==> src/core/usm_pkg.sv <==
package usm_pkg;

  // Frame and divisor geometry.
  localparam int unsigned FRAME_BITS   = 8;
  localparam int unsigned DIV_WIDTH    = 12;
  localparam logic [1:0]  MODE_SPI_MST = 2'h3;

  // Reset values.
  localparam logic [11:0] DIV_RESET    = 12'h000;
  localparam logic [7:0]  DATA_RESET   = 8'h00;
  localparam logic [2:0]  BITCNT_LAST  = 3'h7;

  // Transfer sequencer states.
  typedef enum logic [2:0] {
    USM_IDLE = 3'b001,
    USM_LEAD = 3'b010,
    USM_TRAIL = 3'b100
  } usm_state_t;

endpackage

==> src/core/usm_spi_master.sv <==
`timescale 1ns/100ps
// How it works
// - With tx enabled the serial out pin carries the transmit shift register.
// - Rx enable routes the serial input pin into the receive shift register.
// - The transfer clock pin is the serial clock for every transfer.
// - A data register write starts a transfer that both sends and receives.
// - The buffered byte enters the shifter only when the shifter is free.
// - On receive overflow a parked third byte is overwritten by the next one, older bytes kept.
// - Receive complete, transmit complete and buffer empty behave as normal.
// - Frame error, overrun and parity error always read as zero.
// - Disabling tx or rx behaves as in asynchronous operation.
// - A transmit buffer sits ahead of the shift register.
// - Receive side holds two buffered bytes until read.
// - No write collision flag; writes go to the transmit buffer.
// - No double speed control; rate comes only from the divisor.
// - Master only: the block always makes the serial clock.
// - Polarity, phase and bit order behave as a standard SPI master.
// - No slave select pin; chip select is driven elsewhere.
// - The mode is active only when the mode select field is 2'b11.
// - Eight data bits per frame, order shared by transmit and receive.
// - Serial clock is system clock over two times (divisor plus one).
// - Data is set up on one clock edge and sampled on the other.
module usm_spi_master
(
  // Clock and reset.
  input  wire logic                 CLOCK,
  input  wire logic                 RESET_N,
  // Control bits.
  input  wire logic [1:0]           MODE_SELECT,
  input  wire logic                 TX_ENABLE,
  input  wire logic                 RX_ENABLE,
  input  wire logic                 CLOCK_POLARITY,
  input  wire logic                 CLOCK_PHASE,
  input  wire logic                 BIT_ORDER_LSB,
  input  wire logic [usm_pkg::DIV_WIDTH-1:0] BAUD_DIVISOR,
  // Data register access.
  input  wire logic                 DATA_WRITE,
  input  wire logic [7:0]           DATA_WDATA,
  input  wire logic                 DATA_READ,
  input  wire logic                 TX_COMPLETE_CLEAR,
  output logic      [7:0]           DATA_RDATA,
  // Status flags.
  output logic                      RX_COMPLETE,
  output logic                      TX_COMPLETE,
  output logic                      TX_BUFFER_EMPTY,
  output logic                      FRAME_ERROR,
  output logic                      OVERRUN,
  output logic                      PARITY_ERROR,
  // Serial pins; there is no slave select, chip select lives outside.
  input  wire logic                 SERIAL_IN,
  output logic                      SERIAL_OUT,
  output logic                      SERIAL_OUT_EN_N,
  output logic                      TRANSFER_CLOCK
);
  import usm_pkg::*;

  // Input pin synchroniser; only the second stage is read by logic.
  logic sin_meta;
  logic sin_sync;
  always_ff @(posedge CLOCK) begin
    if (!RESET_N) begin
      sin_meta <= 1'b0;
      sin_sync <= 1'b0;
    end else begin
      sin_meta <= SERIAL_IN;
      sin_sync <= sin_meta;
    end
  end

  logic mode_on;
  logic tx_on;
  logic rx_on;
  assign mode_on = (MODE_SELECT == MODE_SPI_MST);
  assign tx_on   = mode_on && TX_ENABLE;
  assign rx_on   = mode_on && RX_ENABLE;

  // Datapath state.
  usm_state_t               state;
  usm_state_t               next_state;
  logic [DIV_WIDTH-1:0]     div_cnt;
  logic [DIV_WIDTH-1:0]     next_div_cnt;
  logic [2:0]               bit_cnt;
  logic [2:0]               next_bit_cnt;
  logic [7:0]               tx_shift;
  logic [7:0]               next_tx_shift;
  logic [7:0]               rx_shift;
  logic [7:0]               next_rx_shift;
  logic [7:0]               tx_buf;
  logic [7:0]               next_tx_buf;
  logic                     tx_full;
  logic                     next_tx_full;
  logic [7:0]               rx_buf0;
  logic [7:0]               next_rx_buf0;
  logic [7:0]               rx_buf1;
  logic [7:0]               next_rx_buf1;
  logic [7:0]               rx_hold;
  logic [7:0]               next_rx_hold;
  logic                     rx_held;
  logic                     next_rx_held;
  logic [1:0]               rx_count;
  logic [1:0]               next_rx_count;
  logic                     txc;
  logic                     next_txc;
  logic                     sclk;
  logic                     next_sclk;
  logic                     sout;
  logic                     next_sout;
  logic                     rx_push;
  logic [7:0]               rx_byte;
  logic                     tick;
  logic                     out_bit;

  // Half-period tick: divisor+1 system clocks per serial clock half.
  assign tick = (div_cnt == BAUD_DIVISOR);

  // Serial out is the bit at the head of the transmit shifter.
  assign out_bit = BIT_ORDER_LSB ? tx_shift[0] : tx_shift[7];

  // Next-state logic for sequencer, shifters, buffers and flags.
  always_comb begin
    next_state    = state;
    next_div_cnt  = div_cnt;
    next_bit_cnt  = bit_cnt;
    next_tx_shift = tx_shift;
    next_rx_shift = rx_shift;
    next_tx_buf   = tx_buf;
    next_tx_full  = tx_full;
    next_rx_buf0  = rx_buf0;
    next_rx_buf1  = rx_buf1;
    next_rx_count = rx_count;
    next_rx_hold  = rx_hold;
    next_rx_held  = rx_held;
    next_txc      = txc;
    next_sclk     = CLOCK_POLARITY;
    next_sout     = sout;
    rx_push       = 1'b0;
    rx_byte       = BIT_ORDER_LSB ? {sin_sync, rx_shift[7:1]} : {rx_shift[6:0], sin_sync};
    // Clearing the tx complete flag loses to a frame ending in the same cycle.
    if (TX_COMPLETE_CLEAR) begin
      next_txc = 1'b0;
    end
    // Writes land in the buffer only while it is empty; there is no collision flag.
    if (DATA_WRITE && tx_on && !tx_full) begin
      next_tx_buf  = DATA_WDATA;
      next_tx_full = 1'b1;
    end
    case (state)
      USM_IDLE: begin
        next_div_cnt = '0;
        next_sclk    = CLOCK_POLARITY;
        if (tx_full && tx_on) begin
          next_tx_shift = tx_buf;
          next_tx_full  = 1'b0;
          next_bit_cnt  = '0;
          next_state    = USM_LEAD;
          // Phase 0 puts the first bit out before the leading edge.
          next_sout     = BIT_ORDER_LSB ? tx_buf[0] : tx_buf[7];
        end
      end
      USM_LEAD: begin
        next_sclk    = ~CLOCK_POLARITY;
        next_div_cnt = tick ? '0 : div_cnt + 1'b1;
        if (!tx_on) begin
          next_state = USM_IDLE;
        end else if (tick) begin
          next_state = USM_TRAIL;
          next_sclk  = ~CLOCK_POLARITY;
          if (CLOCK_PHASE) begin
            next_sout = out_bit;
          end else if (rx_on) begin
            next_rx_shift = rx_byte;
          end
        end
      end
      USM_TRAIL: begin
        next_sclk    = CLOCK_POLARITY;
        next_div_cnt = tick ? '0 : div_cnt + 1'b1;
        if (!tx_on) begin
          next_state = USM_IDLE;
        end else if (tick) begin
          if (CLOCK_PHASE && rx_on) begin
            next_rx_shift = rx_byte;
          end
          next_tx_shift = BIT_ORDER_LSB ? {1'b0, tx_shift[7:1]} : {tx_shift[6:0], 1'b0};
          next_bit_cnt  = bit_cnt + 3'h1;
          if (!CLOCK_PHASE) begin
            next_sout = BIT_ORDER_LSB ? tx_shift[1] : tx_shift[6];
          end
          if (bit_cnt == BITCNT_LAST) begin
            rx_push = rx_on;
            if (!(tx_full && tx_on)) begin
              next_state = USM_IDLE;
              next_txc   = 1'b1;
            end else begin
              // Back-to-back frame: reload straight from the buffer.
              next_tx_shift = tx_buf;
              next_tx_full  = 1'b0;
              next_state    = USM_LEAD;
              next_sout     = BIT_ORDER_LSB ? tx_buf[0] : tx_buf[7];
            end
          end else begin
            next_state = USM_LEAD;
          end
        end
      end
      default: begin
        next_state = USM_IDLE;
      end
    endcase
    // Receive FIFO of two; when full, a newer byte overwrites the parked one.
    if (DATA_READ && rx_count != 2'h0) begin
      next_rx_buf0  = rx_buf1;
      next_rx_count = rx_count - 2'h1;
      // A parked byte moves up behind the new head.
      if (rx_held) begin
        next_rx_buf1  = rx_hold;
        next_rx_count = rx_count;
        next_rx_held  = 1'b0;
      end
    end
    if (rx_push) begin
      if (next_rx_count == 2'h0) begin
        next_rx_buf0  = CLOCK_PHASE ? next_rx_shift : rx_shift;
        next_rx_count = 2'h1;
      end else if (next_rx_count == 2'h1) begin
        next_rx_buf1  = CLOCK_PHASE ? next_rx_shift : rx_shift;
        next_rx_count = 2'h2;
      end else begin
        // Full: the byte waits in the rx_hold register; a later arrival overwrites it.
        next_rx_hold  = CLOCK_PHASE ? next_rx_shift : rx_shift;
        next_rx_held  = 1'b1;
      end
    end
    // Disabling the receiver flushes the receive buffer.
    if (!rx_on) begin
      next_rx_count = 2'h0;
      next_rx_held  = 1'b0;
    end
    if (!tx_on) begin
      next_tx_full = 1'b0;
      next_sout    = 1'b1;
    end
  end

  // State registers.
  always_ff @(posedge CLOCK) begin
    if (!RESET_N) begin
      state    <= USM_IDLE;
      div_cnt  <= DIV_RESET;
      bit_cnt  <= 3'h0;
      tx_shift <= DATA_RESET;
      rx_shift <= DATA_RESET;
      tx_buf   <= DATA_RESET;
      tx_full  <= 1'b0;
      rx_buf0  <= DATA_RESET;
      rx_buf1  <= DATA_RESET;
      rx_count <= 2'h0;
      rx_hold  <= DATA_RESET;
      rx_held  <= 1'b0;
      txc      <= 1'b0;
      sclk     <= 1'b0;
      sout     <= 1'b1;
    end else begin
      state    <= next_state;
      div_cnt  <= next_div_cnt;
      bit_cnt  <= next_bit_cnt;
      tx_shift <= next_tx_shift;
      rx_shift <= next_rx_shift;
      tx_buf   <= next_tx_buf;
      tx_full  <= next_tx_full;
      rx_buf0  <= next_rx_buf0;
      rx_buf1  <= next_rx_buf1;
      rx_count <= next_rx_count;
      rx_hold  <= next_rx_hold;
      rx_held  <= next_rx_held;
      txc      <= next_txc;
      sclk     <= next_sclk;
      sout     <= next_sout;
    end
  end

  // Output flops; error flags are constant zero in this mode.
  always_ff @(posedge CLOCK) begin
    if (!RESET_N) begin
      DATA_RDATA      <= DATA_RESET;
      RX_COMPLETE     <= 1'b0;
      TX_COMPLETE     <= 1'b0;
      TX_BUFFER_EMPTY <= 1'b1;
      FRAME_ERROR     <= 1'b0;
      OVERRUN         <= 1'b0;
      PARITY_ERROR    <= 1'b0;
      SERIAL_OUT      <= 1'b1;
      SERIAL_OUT_EN_N <= 1'b1;
      TRANSFER_CLOCK  <= 1'b0;
    end else begin
      DATA_RDATA      <= next_rx_buf0;
      RX_COMPLETE     <= (next_rx_count != 2'h0);
      TX_COMPLETE     <= next_txc;
      TX_BUFFER_EMPTY <= !next_tx_full;
      FRAME_ERROR     <= 1'b0;
      OVERRUN         <= 1'b0;
      PARITY_ERROR    <= 1'b0;
      SERIAL_OUT      <= next_sout;
      SERIAL_OUT_EN_N <= !tx_on;
      TRANSFER_CLOCK  <= next_sclk;
    end
  end

  // Checks.
  chk_errors_zero: assert property (@(posedge CLOCK) disable iff (!RESET_N)
    !(FRAME_ERROR || OVERRUN || PARITY_ERROR)) else $error("error flag set");
  chk_mode_gate: assert property (@(posedge CLOCK) disable iff (!RESET_N)
    (MODE_SELECT != MODE_SPI_MST) |=> $stable(tx_shift) || state == USM_IDLE)
    else $error("shift outside mode");
  chk_no_start_off: assert property (@(posedge CLOCK) disable iff (!RESET_N)
    (state == USM_IDLE && !tx_on) |=> state == USM_IDLE) else $error("start with tx off");
  chk_drive_pin: assert property (@(posedge CLOCK) disable iff (!RESET_N)
    tx_on |=> !SERIAL_OUT_EN_N) else $error("serial out not driven");
  chk_load_free: assert property (@(posedge CLOCK) disable iff (!RESET_N)
    (state == USM_IDLE && tx_full && tx_on) |=> state == USM_LEAD && !tx_full)
    else $error("buffer not loaded");
  chk_write_buffer: assert property (@(posedge CLOCK) disable iff (!RESET_N)
    (DATA_WRITE && tx_on && !tx_full && state != USM_IDLE) |=> tx_full)
    else $error("write lost");
  chk_rx_hold: assert property (@(posedge CLOCK) disable iff (!RESET_N)
    (rx_count == 2'h2 && !DATA_READ && rx_on) |=> rx_count == 2'h2 && $stable(rx_buf0))
    else $error("old byte lost");
  chk_idle_clock: assert property (@(posedge CLOCK) disable iff (!RESET_N)
    (state == USM_IDLE && $past(state) == USM_IDLE) |-> TRANSFER_CLOCK == $past(CLOCK_POLARITY))
    else $error("idle clock level");
  chk_half_period: assert property (@(posedge CLOCK) disable iff (!RESET_N)
    (state != USM_IDLE) |-> div_cnt <= BAUD_DIVISOR) else $error("divider overrun");

endmodule

==> config.mk <==
export PLATFORM = sky130hd
export DESIGN_NAME = usm_spi_master
export DESIGN_NICKNAME = d
export VERILOG_FILES = /design/src/core/usm_pkg.sv /design/src/core/usm_spi_master.sv
export SDC_FILE = /design/constraint.sdc
export NUM_CORES = 1
export LEC_CHECK = 0
export CELL_PAD_IN_SITES_DETAIL_PLACEMENT = 1
export CELL_PAD_IN_SITES_GLOBAL_PLACEMENT = 1
export CORE_ASPECT_RATIO = 0.7
export CORE_MARGIN = 4
export CORE_UTILIZATION = 43
export DETAILED_ROUTE_END_ITERATION = 8
export DONT_BUFFER_PORTS = 1
export PLACE_DENSITY = 0.81
export SETUP_SLACK_MARGIN = 0.05
export SYNTH_ARGS = -nofsm -noshare
export SYNTH_HDL_FRONTEND = slang
export SYNTH_SLANG_ARGS = --single-unit
==> constraint.sdc <==
create_clock -name CLOCK -period 2.29 [get_ports CLOCK]
set_input_delay 0.229 -clock CLOCK [delete_from_list [all_inputs] [get_ports CLOCK]]
set_output_delay 0.229 -clock CLOCK [all_outputs]
set_load 0.02 [all_outputs]
After elaboration in Yosys (flattened, before gate mapping)
Cells that the tools add are included.

Register bits after elaboration: 78. Input port bits: 33. Output and inout port bits: 17. Word-level logic and storage cells: 140.

Add/sub/neg operators: 3. Equal/unequal tests: 14. Muxes and demuxes: 77. Bitwise gates (word level): 3. Reduce and logical (&&, ||, !) cells: 23.

Operator list (count): 8-bit 2-to-1 mux (23); 8-bit one-hot mux with 2 select lines (2); 1-bit 2-to-1 mux (30); 3-bit 2-to-1 mux (9); 12-bit one-hot mux with 2 select lines (1); 2-bit 2-to-1 mux (7); 12-bit by 1-bit adder with 12-bit output (second input constant) (1); 12-bit equality test (1); 12-bit 2-to-1 mux (1); 2-bit inequality test (second input constant) (5); 3-bit one-hot mux with 3 select lines (1); 2-bit nonzero test (4); 1-bit logical AND (7); 3-bit equality test (second input constant) (2); 3-bit inequality test (second input constant) (2); 3-bit one-hot mux with 2 select lines (1); 3-bit AND reduction (2); 5-bit AND reduction (1); 2-bit AND reduction (2); 4-bit AND reduction (1); 3-bit by 1-bit adder with 3-bit output (second input constant) (1); 3-bit by 1-bit equality test with 1-bit output (second input constant) (1); 3-bit by 2-bit equality test with 1-bit output (second input constant) (1); 1-bit logical NOT (3); other kinds (9) (11).

Logic depth before layout (Yosys ltp)
Word-level depth: 11. Gate-level depth with buffers: 13. Gate-level depth less buffers: 11.

Least setup slack after synthesis
Ideal clock, no wire load.

Path type: register to register. Start: reg rx_count[0]. End: reg rx_buf1[0]. Library setup time: 0.114 ns. Arrival: 2.262 ns. Data required time: 2.176 ns. Setup slack: -0.086 ns. Cell stages (with the launch flop): 12. Buffers on the path: 1. Period minus slack after synthesis: 2.376 ns. Cells stage by stage: dfxtp_1 inv_1 ha_1 nand2b_1 clkbuf_1 nor2_1 o21ai_0 ha_1 nor2b_1 nand4_2 mux2i_1 a21o_1.

Longest elaborated chain between the ends: 7. Elaborated cells between the ends (all ways): 11. Classes of those cells: add/sub: 1; eq/ne: 1; mux: 6; reduce/logical: 3.

RTL lines: start: declaration (RTL line usm_spi_master.sv:100) `logic [1:0] rx_count;`; start signal: assignment (RTL line usm_spi_master.sv:273) `rx_count <= next_rx_count;`; 2-bit by 1-bit subtractor with 2-bit output / 2-bit nonzero test (equally long branches) (RTL line usm_spi_master.sv:213, usm_spi_master.sv:211); 2-bit 2-to-1 mux / 1-bit logical AND (equally long branches) (RTL line usm_spi_master.sv:215, usm_spi_master.sv:211); 2-bit 2-to-1 mux (RTL line usm_spi_master.sv:211) `if (DATA_READ && rx_count != 2'h0) begin`; 2-bit by 1-bit equality test with 1-bit output (RTL line usm_spi_master.sv:225) `end else if (next_rx_count == 2'h1) begin`; 8-bit 2-to-1 mux (RTL line usm_spi_master.sv:225); 8-bit 2-to-1 mux (RTL line usm_spi_master.sv:222) `if (next_rx_count == 2'h0) begin`; 8-bit 2-to-1 mux (*) (RTL line usm_spi_master.sv:221) `if (rx_push) begin`; end signal: assignment (RTL line usm_spi_master.sv:272) `rx_buf1 <= next_rx_buf1;`; end: declaration (RTL line usm_spi_master.sv:94) `logic [7:0] rx_buf1;`.

Every way passes the cells marked *; elsewhere a longest branch is shown, timed or not. A chain may end at the register's enable or synchronous reset.

Worst setup path after layout
Start: reg rx_count[0]. End: reg rx_hold[2].

Longest elaborated chain between the ends: 6. Elaborated cells between the ends (all ways): 10. Classes of those cells: add/sub: 1; eq/ne: 1; mux: 2; bitwise: 2; reduce/logical: 4.

RTL lines: 2-bit by 1-bit subtractor with 2-bit output / 2-bit nonzero test (equally long branches) (RTL line usm_spi_master.sv:213, usm_spi_master.sv:211); 2-bit 2-to-1 mux / 1-bit logical AND (equally long branches) (RTL line usm_spi_master.sv:215, usm_spi_master.sv:211); 2-bit 2-to-1 mux (*) (RTL line usm_spi_master.sv:211); 2-bit by 1-bit equality test with 1-bit output / 2-bit logical NOT (equally long branches) (RTL line usm_spi_master.sv:225, usm_spi_master.sv:222); 1-bit NOT (no source line); 3-bit AND reduction (no source line) (*); end signal: assignment (RTL line usm_spi_master.sv:274) `rx_hold <= next_rx_hold;`; end: declaration (RTL line usm_spi_master.sv:96) `logic [7:0] rx_hold;`.

Marks and branches as above.

==> summary.md <==
| Metric | Value |
|---|---|
| PwrDens | 616 mW/mm² |
| Slew Limit Fails | 0 |
| Crit start category | register |
| RSZ-0062 raised after global routing | yes |
| Post-place setup slack | -105 ps |
| CTS root buf | clkbuf_16 |
| Minimum clock period | 2290 ps |
| Avg Cell Area, Syn | 8.66 µm² |
| Core Area | 0.00933 mm² |
| Clock share of power | 50.3% |
| Critical-path top delay cell | dfxtp_4 |
| Post-layout util | 53.5% |
| Post-synthesis sequential area ratio | 36.9% |
| Area of the multi-input gates | 0.00261 mm² |
| WL final | 12800 µm |
| Largest net degree at the start of global routing | 38 |
| Max IR drop VDD | 0.000365 V |
| WS Path Type | register to register |
| Static Leak | 2.16 nW |
| Synth cell count leaders | dfxtp_1 (78), nand2_1 (69), mux2i_1 (42) |
| Die Area | 0.0115 mm² |
| # DRC | 0 |
| WP buf/inv | 3 |
| Sequential power share | 45.1% |
| Layout cells sized above 1 | 19.8% |
| Cell family with most CP delay | simple AND/OR/NAND/NOR gates |
| Die Span Y | 91.0 µm |
| Gate power share | 4.6% |
| CP arrival | 2530 ps |
| Total internal power | 2.41 mW |
| CTS sink count | 78 |
| Top cells by area, synth | dfxtp_1 (37%), mux2i_1 (9.9%), nand2_1 (6.1%) |
| DR pass1 iterations | 4 |
| Global-route wire length before repair | 19900 µm |
| Library cells used by synthesis | 57 |
| Max_slew headroom | 58.0% |
| # H-tree levels | 3 |
| # IOs | 50 |
| Vias | 3694 |
| Initial core utilization | 45.3% |
| Hpwl dp | 8480 µm |
| Status | complete, but fails checks |
| Overall die width | 126 µm |
| Final worst slack | -3.43 ps |
| Sw Pwr | 663 µW |
| CTS tree | yes |
| Buffer levels on the longest clock path | 2 |
| Cell mode on critical path | ha_4 |
| Top-count cell post-synth | dfxtp_1 |
| PnR Total Power | 3.07 mW |
| Fmax | 436 MHz |
| CP endpoint kind | register |
| Sequential cell area | 0.00157 mm² |
| Cts bufs inserted | 9 |
| GRT Util Overall | 21.5% |
| Final Hold Slack | 22.1 ps |
| Failing checks | negative setup slack |
| DR WL/cell | 20.2 µm |
| Synth Warn # | 0 |
| Fin crit share | 100% |
| Vias in the first global route | 3825 |
| Max Cap Viol | 0 |
| Layout Skew | 9.05 ps |
| # rows | 29 |
| Max FO, Critical Path | 5 |
| Layout fillers | 1081 |
| Initial DRC Count | 187 |
| Clk Latency, worst-skew pair | 340 ps |
| Post-DRT Antenna Nets | 0 |
| Routed vias/inst | 5.83 |
| Post-synth top area share | 36.9% |
| Grt ovf | 0 |
| Min-Delay Path Class | primary input to register |
| Gate Count Post-Synth | 488 |
| Port Buffers | 0 |
| Post-synth EDFFs | 0 |
| Dominant cell type by area after synthesis | dfxtp_1 |
| Final setup fails | 1 |
| Sw Ratio | 21.6% |
| Main synth FF type | dfxtp_1 |
| Area of the mapped netlist | 0.00423 mm² |
| Least-Margin Pin Slew | 629 ps |
| Antenna cells | 0 |
| Post-layout nets | 544 |
| Synthesized flop and latch total | 78 |
| CTS clk-pin slew, worst paths | 60 ps |
| Final hold violation count | 0 |
| Share of async-settable or async-resettable flops after synthesis | 0% |
| Initial antenna violation count | 0 |
| Area Growth Syn to Fin | 17.9% |
| Data required time of the critical path | 2530 ps |
| Critical-path cell list | inv_2, ha_4, nand2b_4, nor2_4, buf_4, o21ai_4, ha_4, nor2_2, nand4_1, buf_6, mux2i_2, a21o_1 |
| Gpl congestion | 0.821 |
| Max incr delay on CP | 380 ps |
[flip-flops by register name (all words and copies together) (netlist names)]
| name | count |
|---|---|
| sin_sync | 1 |
| RX_COMPLETE | 1 |
| rx_count | 2 |
| tx_buf | 8 |
| rx_buf1 | 8 |
| SERIAL_OUT | 1 |
| tx_shift | 8 |
| TX_COMPLETE | 1 |
| bit_cnt | 3 |
| rx_held | 1 |
| sin_meta | 1 |
| TX_BUFFER_EMPTY | 1 |
| div_cnt | 12 |
| state | 3 |
| rx_hold | 8 |
| tx_full | 1 |
| TRANSFER_CLOCK | 1 |
| rx_shift | 8 |
| DATA_RDATA | 8 |
| SERIAL_OUT_EN_N | 1 |
[metrics by stage]
stage	setup TNS (ps)	instance area [µm²]	cells
floorplan	0	4250	490
detailed placement	-1250	4440	607
global route	-578	4980	634
global placement	0	4440	607
finish	-3.43	4980	634
CTS	0	4870	627
[path summary, 6_finish.rpt]
| kind | cells past startpoint | startpoint | slack, ps | endpoint |
|---|---|---|---|---|
| worst min-delay path | 1 | SERIAL_IN | 20 | sin_meta$_SDFF_PN0_ |
| worst max register to register | 12 | rx_count[0]$_SDFF_PN0_ | -3 | rx_hold[2]$_SDFFE_PN0P_ |
| worst max-delay path | 12 | rx_count[0]$_SDFF_PN0_ | -3 | rx_hold[2]$_SDFFE_PN0P_ |
| worst min register to register | 1 | sin_meta$_SDFF_PN0_ | 450 | sin_sync$_SDFF_PN0_ |
[cell families after synthesis]
| logic type | after synthesis | share of synthesized area, % |
|---|---|---|
| and+or+nand+nor | 188 | 22.8 |
| AOI/OAI and AO/OA | 97 | 15.6 |
| DFF | 78 | 36.9 |
| muxes | 60 | 14.7 |
| buffers and inverters | 42 | 4.71 |
| xor gates and xnor gates | 16 | 3.32 |
| adders and majority gates | 6 | 1.78 |
| other | 1 | 0.0887 |
[repair_timing]
item / 4_1_cts / 5_1_grt
endpoints found under the hold margin: 1 / 0
hold buffers: 1 / 0
endpoints found under the setup margin: 27 / 19
pin swaps: 4 / 11
setup buffers: 2 / 7
resized for setup: 15 / 20
gates cloned: 1 / 0
[placed cells by master, fill, tap and decap left out, types with 10 or more instances in the layout]
cell / netlist / final
mux2i_1: 42 / 41
a31oi_1: 10 / 10
dfxtp_1: 78 / 72
nor2_1: 41 / 38
xor2_1: 12 / 12
nand3_1: 17 / 17
a21oi_1: 21 / 21
o21ai_0: 13 / 12
nand2_1: 69 / 68
a21o_1: 16 / 16
mux2_2: 18 / 18
buf_4: 7 / 31
[layout make-up]
cell class / instances / area share [%]
clock buffers: 12 / 4.94
clock inverters: 4 / 1.41
inverters: 10 / 0.753
multi-input cells: 370 / 52.3
flip-flops and latches: 78 / 31.6
well taps: 124 / 3.11
repair buffers: 36 / 5.95
[layer usage]
metal  vias up  track usage [%]  wire [µm]  part of all wire (%)
met5         -                0          0                     0
li1       1767                -          -                     -
met2        81             35.4       6070                    47
met3        21             6.16        636                   5.0
met1      1825             27.4       5910                    46
met4         0             6.25        181                   1.4
[power groups by stage]
| stage | logic (mW) | registers [mW] | clock network [mW] |
|---|---|---|---|
| after floorplan | 0.122 | 1.41 | 0 |
| after global placement | 0.132 | 1.41 | 0 |
| after detailed placement | 0.135 | 1.42 | 0 |
| after CTS | 0.140 | 1.38 | 1.57 |
| after global routing | 0.155 | 1.38 | 1.64 |
| final | 0.142 | 1.38 | 1.54 |
(Power assumes the default switching activity.)
